--- src/core/rts_pkg.sv ---
// Purpose: Constants, types and helpers of the reset time-out sequencer
// Assumes: 200 MHz core clock, synchronous detector and fuse inputs
// Notes: Register byte address is four times the register index
// Operation
// - Power-up delay 64 ms from RC oscillator
// - Core held in reset while delay runs
// - Delay enable fuse is active low
// - Mode 10 turns brown-out off in sleep
// - Sustained low supply enters brown-out reset
// - Reset held until supply good, then delay
// - Brown-out during delay restarts the delay
// - Delay starts after power-on pulse ends
// - Crystal modes add 1024-period oscillator start-up
// - Other clock modes skip oscillator start-up
// - Time-outs run regardless of reset pin
// - Power-control bit 0: active-low brown-out flag
// - Power-control bit 1: active-low power-on flag
// - Watchdog and powerdown flags follow reset cause
// - Brown-out modes: 11 on, 10 run, 0x off
package rts_pkg;

	localparam int CLK_PERIOD_NS = 5;
	localparam int POWERUP_DELAY_TIMER_TIME_MS = 64;
	localparam int RC_PERIOD_NS = 1000;
	localparam int RC_DIV = RC_PERIOD_NS / CLK_PERIOD_NS;
	localparam int POWERUP_DELAY_TIMER_TICKS = POWERUP_DELAY_TIMER_TIME_MS * 1000000 / RC_PERIOD_NS;
	localparam int OST_PERIODS = 1024;

	localparam int ADDR_W = 12;
	localparam logic [ADDR_W-1:0] POWER_CONTROL_FLAGS_IDX = 12'h08E;
	localparam logic [ADDR_W-1:0] STATUS_IDX = 12'h003;
	localparam logic [ADDR_W-1:0] CTRL_IDX = 12'h090;

	localparam int POWER_CONTROL_FLAGS_BOR_BIT = 0;
	localparam int POWER_CONTROL_FLAGS_POR_BIT = 1;
	localparam int STAT_PD_BIT = 3;
	localparam int STAT_TO_BIT = 4;
	localparam int CTRL_SLEEP_BIT = 0;
	localparam int CTRL_STATE_LSB = 4;

	localparam logic [1:0] BOR_ALWAYS = 2'h3;
	localparam logic [1:0] BOR_RUN_ONLY = 2'h2;
	localparam logic [2:0] OSC_HS = 3'h2;
	localparam logic [1:0] POWER_CONTROL_FLAGS_RST = 2'h0;

	typedef enum logic [2:0] {
		ST_HOLD = 3'h0,
		ST_POWERUP_DELAY_TIMER = 3'h1,
		ST_OST = 3'h3,
		ST_RUN = 3'h2,
		ST_SLEEP = 3'h6,
		ST_WAKE = 3'h7
	} rts_state_t;

	typedef struct packed {
		logic pwrtEnN;
		logic [1:0] borModeSel;
		logic [2:0] oscModeSel;
	} rts_cfg_t;

	typedef struct packed {
		logic porPulse;
		logic brownoutDet;
		logic extResetPinN;
		logic wdtTimeout;
		logic wakeIrq;
	} rts_det_t;

	// Crystal modes are the codes at or below the high-speed one
	function automatic logic rts_is_crystal(input logic [2:0] osc);
		return osc <= OSC_HS;
	endfunction : rts_is_crystal

	function automatic logic rts_bor_armed(input logic [1:0] mode, input logic sleeping);
		return (mode == BOR_ALWAYS) || ((mode == BOR_RUN_ONLY) && !sleeping);
	endfunction : rts_bor_armed

endpackage : rts_pkg

--- src/core/rts_tick_counter.sv ---
// Purpose: Counts enable ticks up to a terminal count
// Assumes: Clear has priority over counting
// Notes: Done is a level while the count sits at its terminal
`timescale 1ns/10ps
module rts_tick_counter #(
	parameter int TERM = 1024
) (
	input wire logic core_clk,
	input wire logic rst,
	input wire logic clr,
	input wire logic run,
	input wire logic tick,
	output logic done
);

	localparam int CW = $clog2(TERM + 1);
	localparam logic [CW-1:0] TERM_C = CW'(TERM);

	logic [CW-1:0] cnt_q;
	logic [CW-1:0] cnt_d;

	always_comb begin
		cnt_d = cnt_q;
		if (clr) begin
			cnt_d = '0;
		end else if (run && tick && cnt_q != TERM_C) begin
			cnt_d = cnt_q + CW'(1);
		end
	end

	always_ff @(posedge core_clk) begin
		if (rst) begin
			cnt_q <= '0;
		end else begin
			cnt_q <= cnt_d;
		end
	end

	assign done = (cnt_q == TERM_C);

endmodule : rts_tick_counter

--- src/core/rts_sequencer.sv ---
// Purpose: Reset time-out sequencer with reset-cause flags on AHB-Lite
// Assumes: Detector, pin and fuse inputs synchronous to core_clk
// Notes: Zero-wait-state slave, read data sampled at address phase
//
// The implementer's own choice: register access over AHB-Lite.
`timescale 1ns/10ps
module rts_sequencer
	import rts_pkg::*;
#(
	parameter int POWERUP_DELAY_TIMER_TERM = POWERUP_DELAY_TIMER_TICKS,
	parameter int OST_TERM = OST_PERIODS,
	parameter int RC_TICK_DIV = RC_DIV
) (
	input wire logic core_clk,
	input wire logic rst,
	input wire rts_cfg_t cfg,
	input wire rts_det_t det,
	input wire logic oscPeriodTick,
	input wire logic hsel,
	input wire logic [31:0] haddr,
	input wire logic [1:0] htrans,
	input wire logic hwrite,
	input wire logic [2:0] hsize,
	input wire logic [31:0] hwdata,
	input wire logic hready,
	output logic hreadyout,
	output logic hresp,
	output logic [31:0] hrdata,
	output logic coreResetOut,
	output logic borDetectEnable,
	output logic sleepActive
);

	////////////////////////////////////////////////////////////////////////////
	// RC oscillator stand-in and time-out counters

	localparam int DW = $clog2(RC_TICK_DIV + 1);
	localparam logic [DW-1:0] DIV_LAST = DW'(RC_TICK_DIV - 1);

	rts_state_t state_q, state_d;
	logic [DW-1:0] div_q, div_d;
	logic rcTick;
	logic pwrtDone;
	logic ostDone;

	always_comb begin
		div_d = (div_q == DIV_LAST) ? '0 : div_q + DW'(1);
	end

	always_ff @(posedge core_clk) begin
		if (rst) begin
			div_q <= '0;
		end else begin
			div_q <= div_d;
		end
	end

	assign rcTick = (div_q == DIV_LAST);

	// delay counter, cleared outside its state
	rts_tick_counter #(
		.TERM(POWERUP_DELAY_TIMER_TERM)
	) u_powerup_delay_timer (
		.core_clk(core_clk),
		.rst(rst),
		.clr(state_q != ST_POWERUP_DELAY_TIMER),
		.run(state_q == ST_POWERUP_DELAY_TIMER),
		.tick(rcTick),
		.done(pwrtDone)
	);

	rts_tick_counter #(
		.TERM(OST_TERM)
	) u_ost (
		.core_clk(core_clk),
		.rst(rst),
		.clr(state_q != ST_OST && state_q != ST_WAKE),
		.run(state_q == ST_OST || state_q == ST_WAKE),
		.tick(oscPeriodTick),
		.done(ostDone)
	);

	////////////////////////////////////////////////////////////////////////////
	// Sequencer

	logic sleeping;
	logic borTrip;
	logic powerRst;
	logic crystal;
	logic sleepReq;
	logic causePwr_q, causePwr_d;
	logic coreRst_q, coreRst_d;

	assign sleeping = (state_q == ST_SLEEP);
	assign crystal = rts_is_crystal(cfg.oscModeSel);
	// detector armed per mode and sleep
	assign borDetectEnable = rts_bor_armed(cfg.borModeSel, sleeping);
	assign borTrip = det.brownoutDet && borDetectEnable;
	assign powerRst = det.porPulse || borTrip;

	always_comb begin
		state_d = state_q;
		causePwr_d = causePwr_q;
		if (powerRst) begin
			// back to hold, delay restarts later
			state_d = ST_HOLD;
			causePwr_d = 1'b1;
		end else begin
			case (state_q)
				ST_HOLD: begin
					if (!causePwr_q) begin
						state_d = ST_RUN;
					end else if (!cfg.pwrtEnN) begin
						state_d = ST_POWERUP_DELAY_TIMER;
					end else if (crystal) begin
						state_d = ST_OST;
					end else begin
						state_d = ST_RUN;
					end
				end
				ST_POWERUP_DELAY_TIMER: begin
					if (pwrtDone) begin
						state_d = crystal ? ST_OST : ST_RUN;
					end
				end
				ST_OST: begin
					if (ostDone) begin
						state_d = ST_RUN;
					end
				end
				ST_RUN: begin
					if (det.wdtTimeout) begin
						state_d = ST_HOLD;
						causePwr_d = 1'b0;
					end else if (sleepReq) begin
						state_d = ST_SLEEP;
					end
				end
				ST_SLEEP: begin
					if (!det.extResetPinN) begin
						state_d = ST_RUN;
					end else if (det.wdtTimeout || det.wakeIrq) begin
						state_d = crystal ? ST_WAKE : ST_RUN;
					end
				end
				ST_WAKE: begin
					if (ostDone) begin
						state_d = ST_RUN;
					end
				end
				default: begin
					state_d = ST_HOLD;
				end
			endcase
		end
		coreRst_d = !(state_d == ST_RUN || state_d == ST_SLEEP) || !det.extResetPinN;
	end

	always_ff @(posedge core_clk) begin
		if (rst) begin
			state_q <= ST_HOLD;
			causePwr_q <= 1'b1;
			coreRst_q <= 1'b1;
		end else begin
			state_q <= state_d;
			causePwr_q <= causePwr_d;
			coreRst_q <= coreRst_d;
		end
	end

	assign coreResetOut = coreRst_q;
	assign sleepActive = sleeping;

	////////////////////////////////////////////////////////////////////////////
	// Reset-cause flags

	logic porN_q, porN_d, borN_q, borN_d;
	logic to_q, to_d, pd_q, pd_d;
	logic wrPcon;

	always_comb begin
		porN_d = porN_q;
		borN_d = borN_q;
		to_d = to_q;
		pd_d = pd_q;
		if (wrPcon) begin
			porN_d = hwdata[POWER_CONTROL_FLAGS_POR_BIT];
			borN_d = hwdata[POWER_CONTROL_FLAGS_BOR_BIT];
		end
		if (det.porPulse) begin
			porN_d = 1'b0;
		end else if (borTrip) begin
			borN_d = 1'b0;
		end
		if (powerRst) begin
			to_d = 1'b1;
			pd_d = 1'b1;
		end else if (state_q == ST_RUN && det.wdtTimeout) begin
			to_d = 1'b0;
		end else if (sleeping && !det.extResetPinN) begin
			to_d = 1'b1;
			pd_d = 1'b0;
		end else if (sleeping && det.wdtTimeout) begin
			to_d = 1'b0;
			pd_d = 1'b0;
		end else if (state_q == ST_RUN && sleepReq) begin
			to_d = 1'b1;
			pd_d = 1'b0;
		end
	end

	always_ff @(posedge core_clk) begin
		if (rst) begin
			{porN_q, borN_q} <= POWER_CONTROL_FLAGS_RST;
			to_q <= 1'b1;
			pd_q <= 1'b1;
		end else begin
			porN_q <= porN_d;
			borN_q <= borN_d;
			to_q <= to_d;
			pd_q <= pd_d;
		end
	end

	////////////////////////////////////////////////////////////////////////////
	// AHB-Lite slave, no wait states, always OKAY

	logic dWr_q, dWr_d;
	logic [ADDR_W-1:0] dIdx_q, dIdx_d;
	logic [31:0] rd_q, rd_d;
	logic addrPhase;
	logic [ADDR_W-1:0] aIdx;

	assign addrPhase = hsel && htrans[1] && hready;
	assign aIdx = haddr[ADDR_W+1:2];
	assign wrPcon = dWr_q && (dIdx_q == POWER_CONTROL_FLAGS_IDX);
	assign sleepReq = dWr_q && (dIdx_q == CTRL_IDX) && hwdata[CTRL_SLEEP_BIT];

	always_comb begin
		dWr_d = addrPhase && hwrite;
		dIdx_d = aIdx;
		rd_d = rd_q;
		if (addrPhase && !hwrite) begin
			rd_d = '0;
			case (aIdx)
				POWER_CONTROL_FLAGS_IDX: begin
					rd_d[POWER_CONTROL_FLAGS_POR_BIT] = porN_q;
					rd_d[POWER_CONTROL_FLAGS_BOR_BIT] = borN_q;
				end
				STATUS_IDX: begin
					rd_d[STAT_TO_BIT] = to_q;
					rd_d[STAT_PD_BIT] = pd_q;
				end
				CTRL_IDX: begin
					rd_d[CTRL_STATE_LSB +: 3] = state_q;
				end
				default: begin
					rd_d = '0;
				end
			endcase
		end
	end

	always_ff @(posedge core_clk) begin
		if (rst) begin
			dWr_q <= 1'b0;
			dIdx_q <= '0;
			rd_q <= '0;
		end else begin
			dWr_q <= dWr_d;
			dIdx_q <= dIdx_d;
			rd_q <= rd_d;
		end
	end

	assign hrdata = rd_q;
	assign hreadyout = 1'b1;
	assign hresp = 1'b0;
endmodule : rts_sequencer

--- config.mk ---
export PLATFORM = sky130hd
export DESIGN_NAME = rts_sequencer
export DESIGN_NICKNAME = d
export VERILOG_FILES = /design/src/core/rts_pkg.sv /design/src/core/rts_tick_counter.sv /design/src/core/rts_sequencer.sv
export SDC_FILE = /design/constraint.sdc
export NUM_CORES = 1
export LEC_CHECK = 0
export BUFFER_PORTS_ARGS = -buffer_cell sky130_fd_sc_hd__clkbuf_2
export CAP_MARGIN = 20
export CORE_MARGIN = 3
export CORE_UTILIZATION = 48
export CTS_BUF_LIST = sky130_fd_sc_hd__clkbuf_16
export DETAILED_ROUTE_END_ITERATION = 10
export GPL_TIMING_DRIVEN = 0
export PLACE_DENSITY_LB_ADDON = 0.25
export SLEW_MARGIN = 10
export SYNTH_ARGS = -nofsm -noshare
export SYNTH_HDL_FRONTEND = slang
export SYNTH_SLANG_ARGS = --single-unit
--- constraint.sdc ---
create_clock -name core_clk -period 2.2 [get_ports core_clk]
set_clock_uncertainty 0.15 [all_clocks]
set_input_delay 0 -clock core_clk [delete_from_list [all_inputs] [get_ports core_clk]]
set_output_delay 0 -clock core_clk [all_outputs]
set_load 0.01 [all_outputs]
==> run_results.csv, run 1 <==
group,metric,value,unit
logic_synthesis,synth.area.top_cells,"dfxtp_1 42%, buf_4 7.3%, nor2_1 5.4%",
critical_path,reg2reg_depth,7,
pwr,powerDensity,712,nW/µm²
placed_design,gp_congestion,0.787,
routing,drt_iter0_markers,74,
critical_path,crit_type,"reg2reg",
timing,worst_pin_slew,0.530,ns
floorplan,fp.dieW,85.1,µm
finish,syn_to_final_growth,33.3,%
logic_synthesis,synth-main-ff-cell,"dfxtp_1",
critical_path,r2r_start,"state_q[0]$_SDFF_PP0_",
clock_tree,cts_made_buffers,9,
clock_tree,insertion_delay,0.32,ns
timing,max-slew-margin-rel,0.644,
clock_tree,clock_path_buffers,2,
logic_synthesis,async_flop_share,0,
timing,fmax,451,MHz
routing,wl_per_cell,11.8,µm
pwr,power,2.85,mW
routing,postRouteAntennaNets,0,
routing,vias,2562,
logic_synthesis,synthDistinctLibCells,49,
logic_synthesis,syn_area_per_cell,8.78,µm²
finish,n_fill_cell,477,
global_route,grt_max_degree,12,
status,violations,"negative setup slack",
logic_synthesis,ys_seq_area_frac,0.420,
floorplan,row_count,28,
critical_path,crit_start,"state_q[0]$_SDFF_PP0_",
status,status,"complete, but fails checks",
critical_path,rrSetupSlack,-0.02,ns
timing,slew_viol_final,0,
pwr,ir_worst_vdd,854,µV
logic_synthesis,yosysTopAreaCell,"dfxtp_1",
routing,first_pass_iters,4,
clock_tree,cts_tree,"yes",
logic_synthesis,synth_top_area_frac,0.420,
global_route,antenna_found_initial,0,
clock_tree,htreeDepth,3,
placed_design,pre_cts_ws,0.282,ns
floorplan,die_area,7240,µm²
logic_synthesis,ys_ff_latch,63,
logic_synthesis,synth_edf_count,0,
critical_path,cp-end-kind,"flop",
timing,fin_crit,2.22,ns
critical_path,arrival,2.31,ns
finish,finalNetCount,540,
placed_design,port_buffers,39,
placed_design,dp_hpwl,4350,µm
critical_path,cp_max_fo,10,
finish,num_antenna_cells,0,
pwr,p_leak,1.65,nW
clock_tree,root_buffer,"clkbuf_16",
global_route,gr-total-overflow,0,
floorplan,ios,123,
critical_path,critPathRequiredTime,2.29,ns
clock_tree,clk_pin_slew,0.05,ns
routing,routed_wl,6260,µm
finish,layout-drive-gt1-share,0.225,
floorplan,core,5990,µm²
timing,finalHoldViolations,0,
job,max_cap_viol_count,0,
critical_path,worstSetupEndpoint,"borN_q$_SDFF_PP0_",
routing,drc,0,
logic_synthesis,syn_inst,342,
timing,finalSetupViolations,1,
critical_path,critPathLaunchType,"flop",
timing,fin_ws,-0.0185,ns
critical_path,worstReg2RegEnd,"borN_q$_SDFF_PP0_",
worst_hold_path,min_path_type,"in2reg",
floorplan,dieHeight,85.1,µm
clock_tree,cts-resized-gates,0,
clock_tree,cts.sinks,63,
global_route,grt_pass1_wl,10500,µm
timing,period_share,1.01,
logic_synthesis,ys_warn_count,0,
routing,viasPerCell,4.84,
global_route,track_usage,0.180,
global_route,grt_pass1_vias,2420,
logic_synthesis,syn_area,3000,µm²
floorplan,start_util,0.501,
-- sequential cells by signal (all words and copies together) (netlist names) --
register / count
u_powerup_delay_timer.cnt_q: 16
dIdx_q: 12
u_ost.cnt_q: 11
div_q: 8
hrdata: 6
state_q: 3
borN_q: 1
causePwr_q: 1
coreResetOut: 1
dWr_q: 1
pd_q: 1
porN_q: 1
to_q: 1
-- synthesized netlist by cell type, types with 2 or more instances --
cell / count
mux2i_1: 3
xnor2_1: 10
buf_2: 3
nand4_1: 10
nor4_1: 4
dfxtp_1: 63
and3_1: 7
xor2_1: 18
a21oi_1: 9
nor3b_1: 4
nor4bb_1: 2
a22oi_1: 2
nor3_1: 9
nand2_1: 22
nand3_1: 17
and4bb_2: 2
nor2b_1: 12
o211ai_1: 2
nor4b_2: 3
or2_2: 3
nand2b_1: 2
buf_4: 29
or3_1: 3
conb_1: 2
o21ai_0: 9
clkbuf_1: 8
a211oi_1: 2
ha_1: 5
nor2_1: 43
a21o_1: 2
and4_1: 3
inv_1: 10
and2_1: 3
-- layout make-up --
type	count	area (µm²)	area share
Timing Repair Buffer	70	495	0.124
Clock inverter	7	87.6	0.0219
Buffer	40	263	0.0657
Tap cell	75	93.8	0.0235
Inverter	10	37.5	0.00938
Sequential cell	63	1260	0.315
Clock buffer	9	225	0.0563
Multi-Input combinational cell	255	1540	0.384
-- report_power, final --
part / internal, mW / switching, mW / total, mW
Combinational: 0.116 / 0.0989 / 0.215
Sequential: 1.16 / 0.00902 / 1.17
Clock: 0.980 / 0.482 / 1.46
Total: 2.26 / 0.590 / 2.85
-- cell families after synthesis --
logic type                 share of synthesized area
xor gates and xnor gates                      0.0817
buffers and inverters                          0.100
muxes                                         0.0100
DFF                                            0.420
and+or+nand+nor                                0.299
adders and majority gates                     0.0208
other                                        0.00250
AOI/OAI and AO/OA                             0.0659
-- how the worst min path moves through the flow --
stage | start | to | slack (ns) | depth (start not counted)
floorplan | det[2] | coreResetOut$_SDFF_PP1_ | -0.08 | 1
global placement | det[4] | porN_q$_SDFFE_PP0P_ | 0.07 | 2
detailed placement | det[4] | porN_q$_SDFFE_PP0P_ | 0.07 | 2
CTS | htrans[1] | hrdata[6]$_SDFFE_PP0P_ | 0.00006 | 5
global route | htrans[1] | hrdata[5]$_SDFFE_PP0P_ | 0.04 | 5
finish | htrans[1] | hrdata[5]$_SDFFE_PP0P_ | 0.007 | 5
-- metrics by stage --
| step | hold slack [ns] | TNS (ns) | cells | util | instance area, µm² |
|---|---|---|---|---|---|
| CTS | 0.0000642 | 0 | 526 | 0.665 | 3980 |
| detailed placement | 0.0710 | 0 | 482 | 0.566 | 3390 |
| global placement | 0.0706 | 0 | 482 | 0.566 | 3390 |
| finish | 0.00655 | -0.0185 | 529 | 0.668 | 4000 |
| global route | 0.0419 | -0.0972 | 529 | 0.668 | 4000 |
| floorplan | -0.0782 | 0 | 368 | - | 3100 |
-- cell usage in the layout (no fill, tap or decap), types with 3 or more instances in the layout --
master	n
a21oi_1	9
nor3b_1	4
nor2b_1	12
nand3_1	17
dlygate4sd3_1	27
nand4_1	10
or3_1	3
clkbuf_16	9
clkbuf_2	39
inv_1	10
dfxtp_1	63
nor2_1	43
nor3_1	9
mux2i_1	3
clkbuf_1	8
and2_1	3
or2_2	3
and3_1	7
buf_4	33
nor4b_2	3
buf_2	3
xnor2_1	10
o21ai_0	9
nor4_1	4
and4_1	3
conb_1	28
nand2_1	22
xor2_1	18
ha_1	5
-- timing repair --
item	4_1_cts	5_1_grt
endpoints found under the setup margin	0	3
buffers inserted	0	4
hold buffers	28	0
endpoints found under the hold margin	31	0
-- routing by layer --
metal / global-route usage / share of wire / vias to the layer above
met2: 0.304 / 0.49 / 64
met5: 0 / 0 / -
met1: 0.218 / 0.44 / 1158
met4: 0.0835 / 0.0094 / 0
met3: 0.0408 / 0.058 / 5
li1: - / - / 1335
-- critical path, cell delays in order (launching register included) --
cell and delay (ns):
dfxtp_1 0.30, buf_2 0.18, nand3b_1 0.27, o211ai_1 0.31, buf_4 0.16, dlygate4sd3_1 0.59
nor2_1 0.05, nor3_1 0.13
Power figures use the tool's default switching activity.
==> run 2, diff against run 1 <==
- SETUP_SLACK_MARGIN: default -> 0.4
==> run_results.csv, run 2 (synthesis results as in run 1) <==
group,metric,value,unit
floorplan,fp.dieW,85.1,µm
routing,routed_wl,6480,µm
clock_tree,clock_path_buffers,2,
floorplan,ios,123,
placed_design,port_buffers,39,
finish,num_antenna_cells,0,
global_route,grt_pass1_wl,10600,µm
clock_tree,insertion_delay,0.32,ns
routing,vias,2561,
floorplan,start_util,0.501,
floorplan,die_area,7240,µm²
critical_path,crit_slowest_cell,"or4b_4",
critical_path,cp_max_fo,2,
global_route,grt_pass1_vias,2427,
clock_tree,root_buffer,"clkbuf_16",
finish,layout_common_cells,"59 x dfxtp_1, 43 x nor2_1, 40 x clkbuf_2, 37 x buf_4",
timing,fmax,548,MHz
floorplan,core,5990,µm²
routing,drc,0,
critical_path,crit_type,"reg2reg",
floorplan,dieHeight,85.1,µm
clock_tree,cts.sinks,63,
finish,largest_reg_flops,16,
finish,syn_to_final_growth,38.1,%
pwr,powerDensity,690,nW/µm²
critical_path,critPathRequiredTime,2.30,ns
pwr,ir_worst_vdd,849,µV
routing,postRouteAntennaNets,0,
routing,wl_per_cell,12.2,µm
global_route,gr-total-overflow,0,
finish,finalNetCount,544,
finish,n_fill_cell,448,
global_route,grt_max_degree,12,
timing,fin_ws,0.375,ns
clock_tree,cts_made_buffers,9,
routing,drt_iter0_markers,75,
critical_path,path_cells,"nor4b_4, nand4b_1, or4b_4, mux2i_1, nor3_1",
critical_path,arrival,1.92,ns
clock_tree,cts_tree,"yes",
critical_path,crit_path_max_incr_delay,0.55,ns
status,status,"finished clean",
clock_tree,htreeDepth,3,
clock_tree,clk_pin_slew,0.05,ns
pwr,p_leak,1.71,nW
timing,period_share,0.830,
timing,rsz0062_at_grt,"yes",
finish,top_regs,"u_powerup_delay_timer.cnt_q: 16 flops, dIdx_q: 12 flops, u_ost.cnt_q: 11 flops",
routing,viasPerCell,4.80,
critical_path,critPathLaunchType,"flop",
finish,layout-drive-gt1-share,0.269,
timing,tns,0,ns
placed_design,gp_congestion,0.787,
finish,final_common_cell,"dfxtp_1",
finish,top_register,"u_powerup_delay_timer.cnt_q",
placed_design,pre_cts_ws,0.282,ns
floorplan,row_count,28,
routing,first_pass_iters,4,
finish,fin_util,0.692,
job,max_cap_viol_count,0,
worst_hold_path,min_path_type,"in2reg",
timing,fin_crit,1.83,ns
timing,finalHoldViolations,0,
timing,slew_viol_final,0,
global_route,track_usage,0.183,
pwr,power,2.86,mW
timing,finalSetupViolations,0,
critical_path,cp-end-kind,"flop",
global_route,antenna_found_initial,0,
placed_design,dp_hpwl,4350,µm
## run 2: path summary, 6_finish.rpt
| path | from | slack (ns) | depth (start not counted) | endpoint |
|---|---|---|---|---|
| max reg2reg | dIdx_q[11]$_SDFF_PP0_ | 0.37 | 5 | borN_q$_SDFF_PP0_ |
| min | htrans[1] | 0.004 | 5 | hrdata[5]$_SDFFE_PP0P_ |
| min reg2reg | div_q[0]$_SDFF_PP0_ | 0.29 | 1 | div_q[0]$_SDFF_PP0_ |
| max | dIdx_q[11]$_SDFF_PP0_ | 0.37 | 5 | borN_q$_SDFF_PP0_ |
## run 2: final cells by class
type                       instances  area (µm²)  share of cell area
buffer                            40         280              0.0676
inverter                          10        37.5             0.00906
clock buffer                       9         225              0.0543
clock inverter                     7        87.6              0.0211
tap                               75        93.8              0.0226
timing repair buffer              74         528               0.127
multi-input combinational        255        1630               0.392
sequential                        63        1270               0.306
## run 2: what timing repair did
item / 4_1_cts / 5_1_grt
pin swaps: 9 / 8
cloned: 0 / 0
hold buffers: 28 / 0
setup endpoints to repair: 18 / 37
buffers inserted: 3 / 4
gates resized for setup: 11 / 21
endpoints found under the hold margin: 31 / 0
## run 2: critical path: cells and delay by family, from the launching register on
kind,cells,cell delay (ns)
muxes,1,0.14
DFF,1,0.32
and+or+nand+nor,4,1.13
## run 2: per-layer routing
metal | up-vias | GRT usage | wire, µm
met3 | 8 | 0.0398 | 341
li1 | 1337 | - | -
met1 | 1151 | 0.222 | 2810
met4 | 0 | 0.0791 | 95
met5 | - | 0 | 0
met2 | 65 | 0.310 | 3230
## run 2: through the flow
stage,cell area (µm²),hold slack (ns),instances
finish,4140,0.00427,533
floorplan,3100,-0.0782,368
CTS,4050,0.000256,529
global route,4140,0.0536,533
detailed placement,3390,0.0710,482
global placement,3390,0.0706,482
## run 2: where the power goes
part           switching [mW]  internal (mW)  total [mW]
sequential             0.0110           1.16        1.17
combinational           0.102          0.120       0.222
clock                   0.482          0.980        1.46
total                   0.595           2.26        2.86
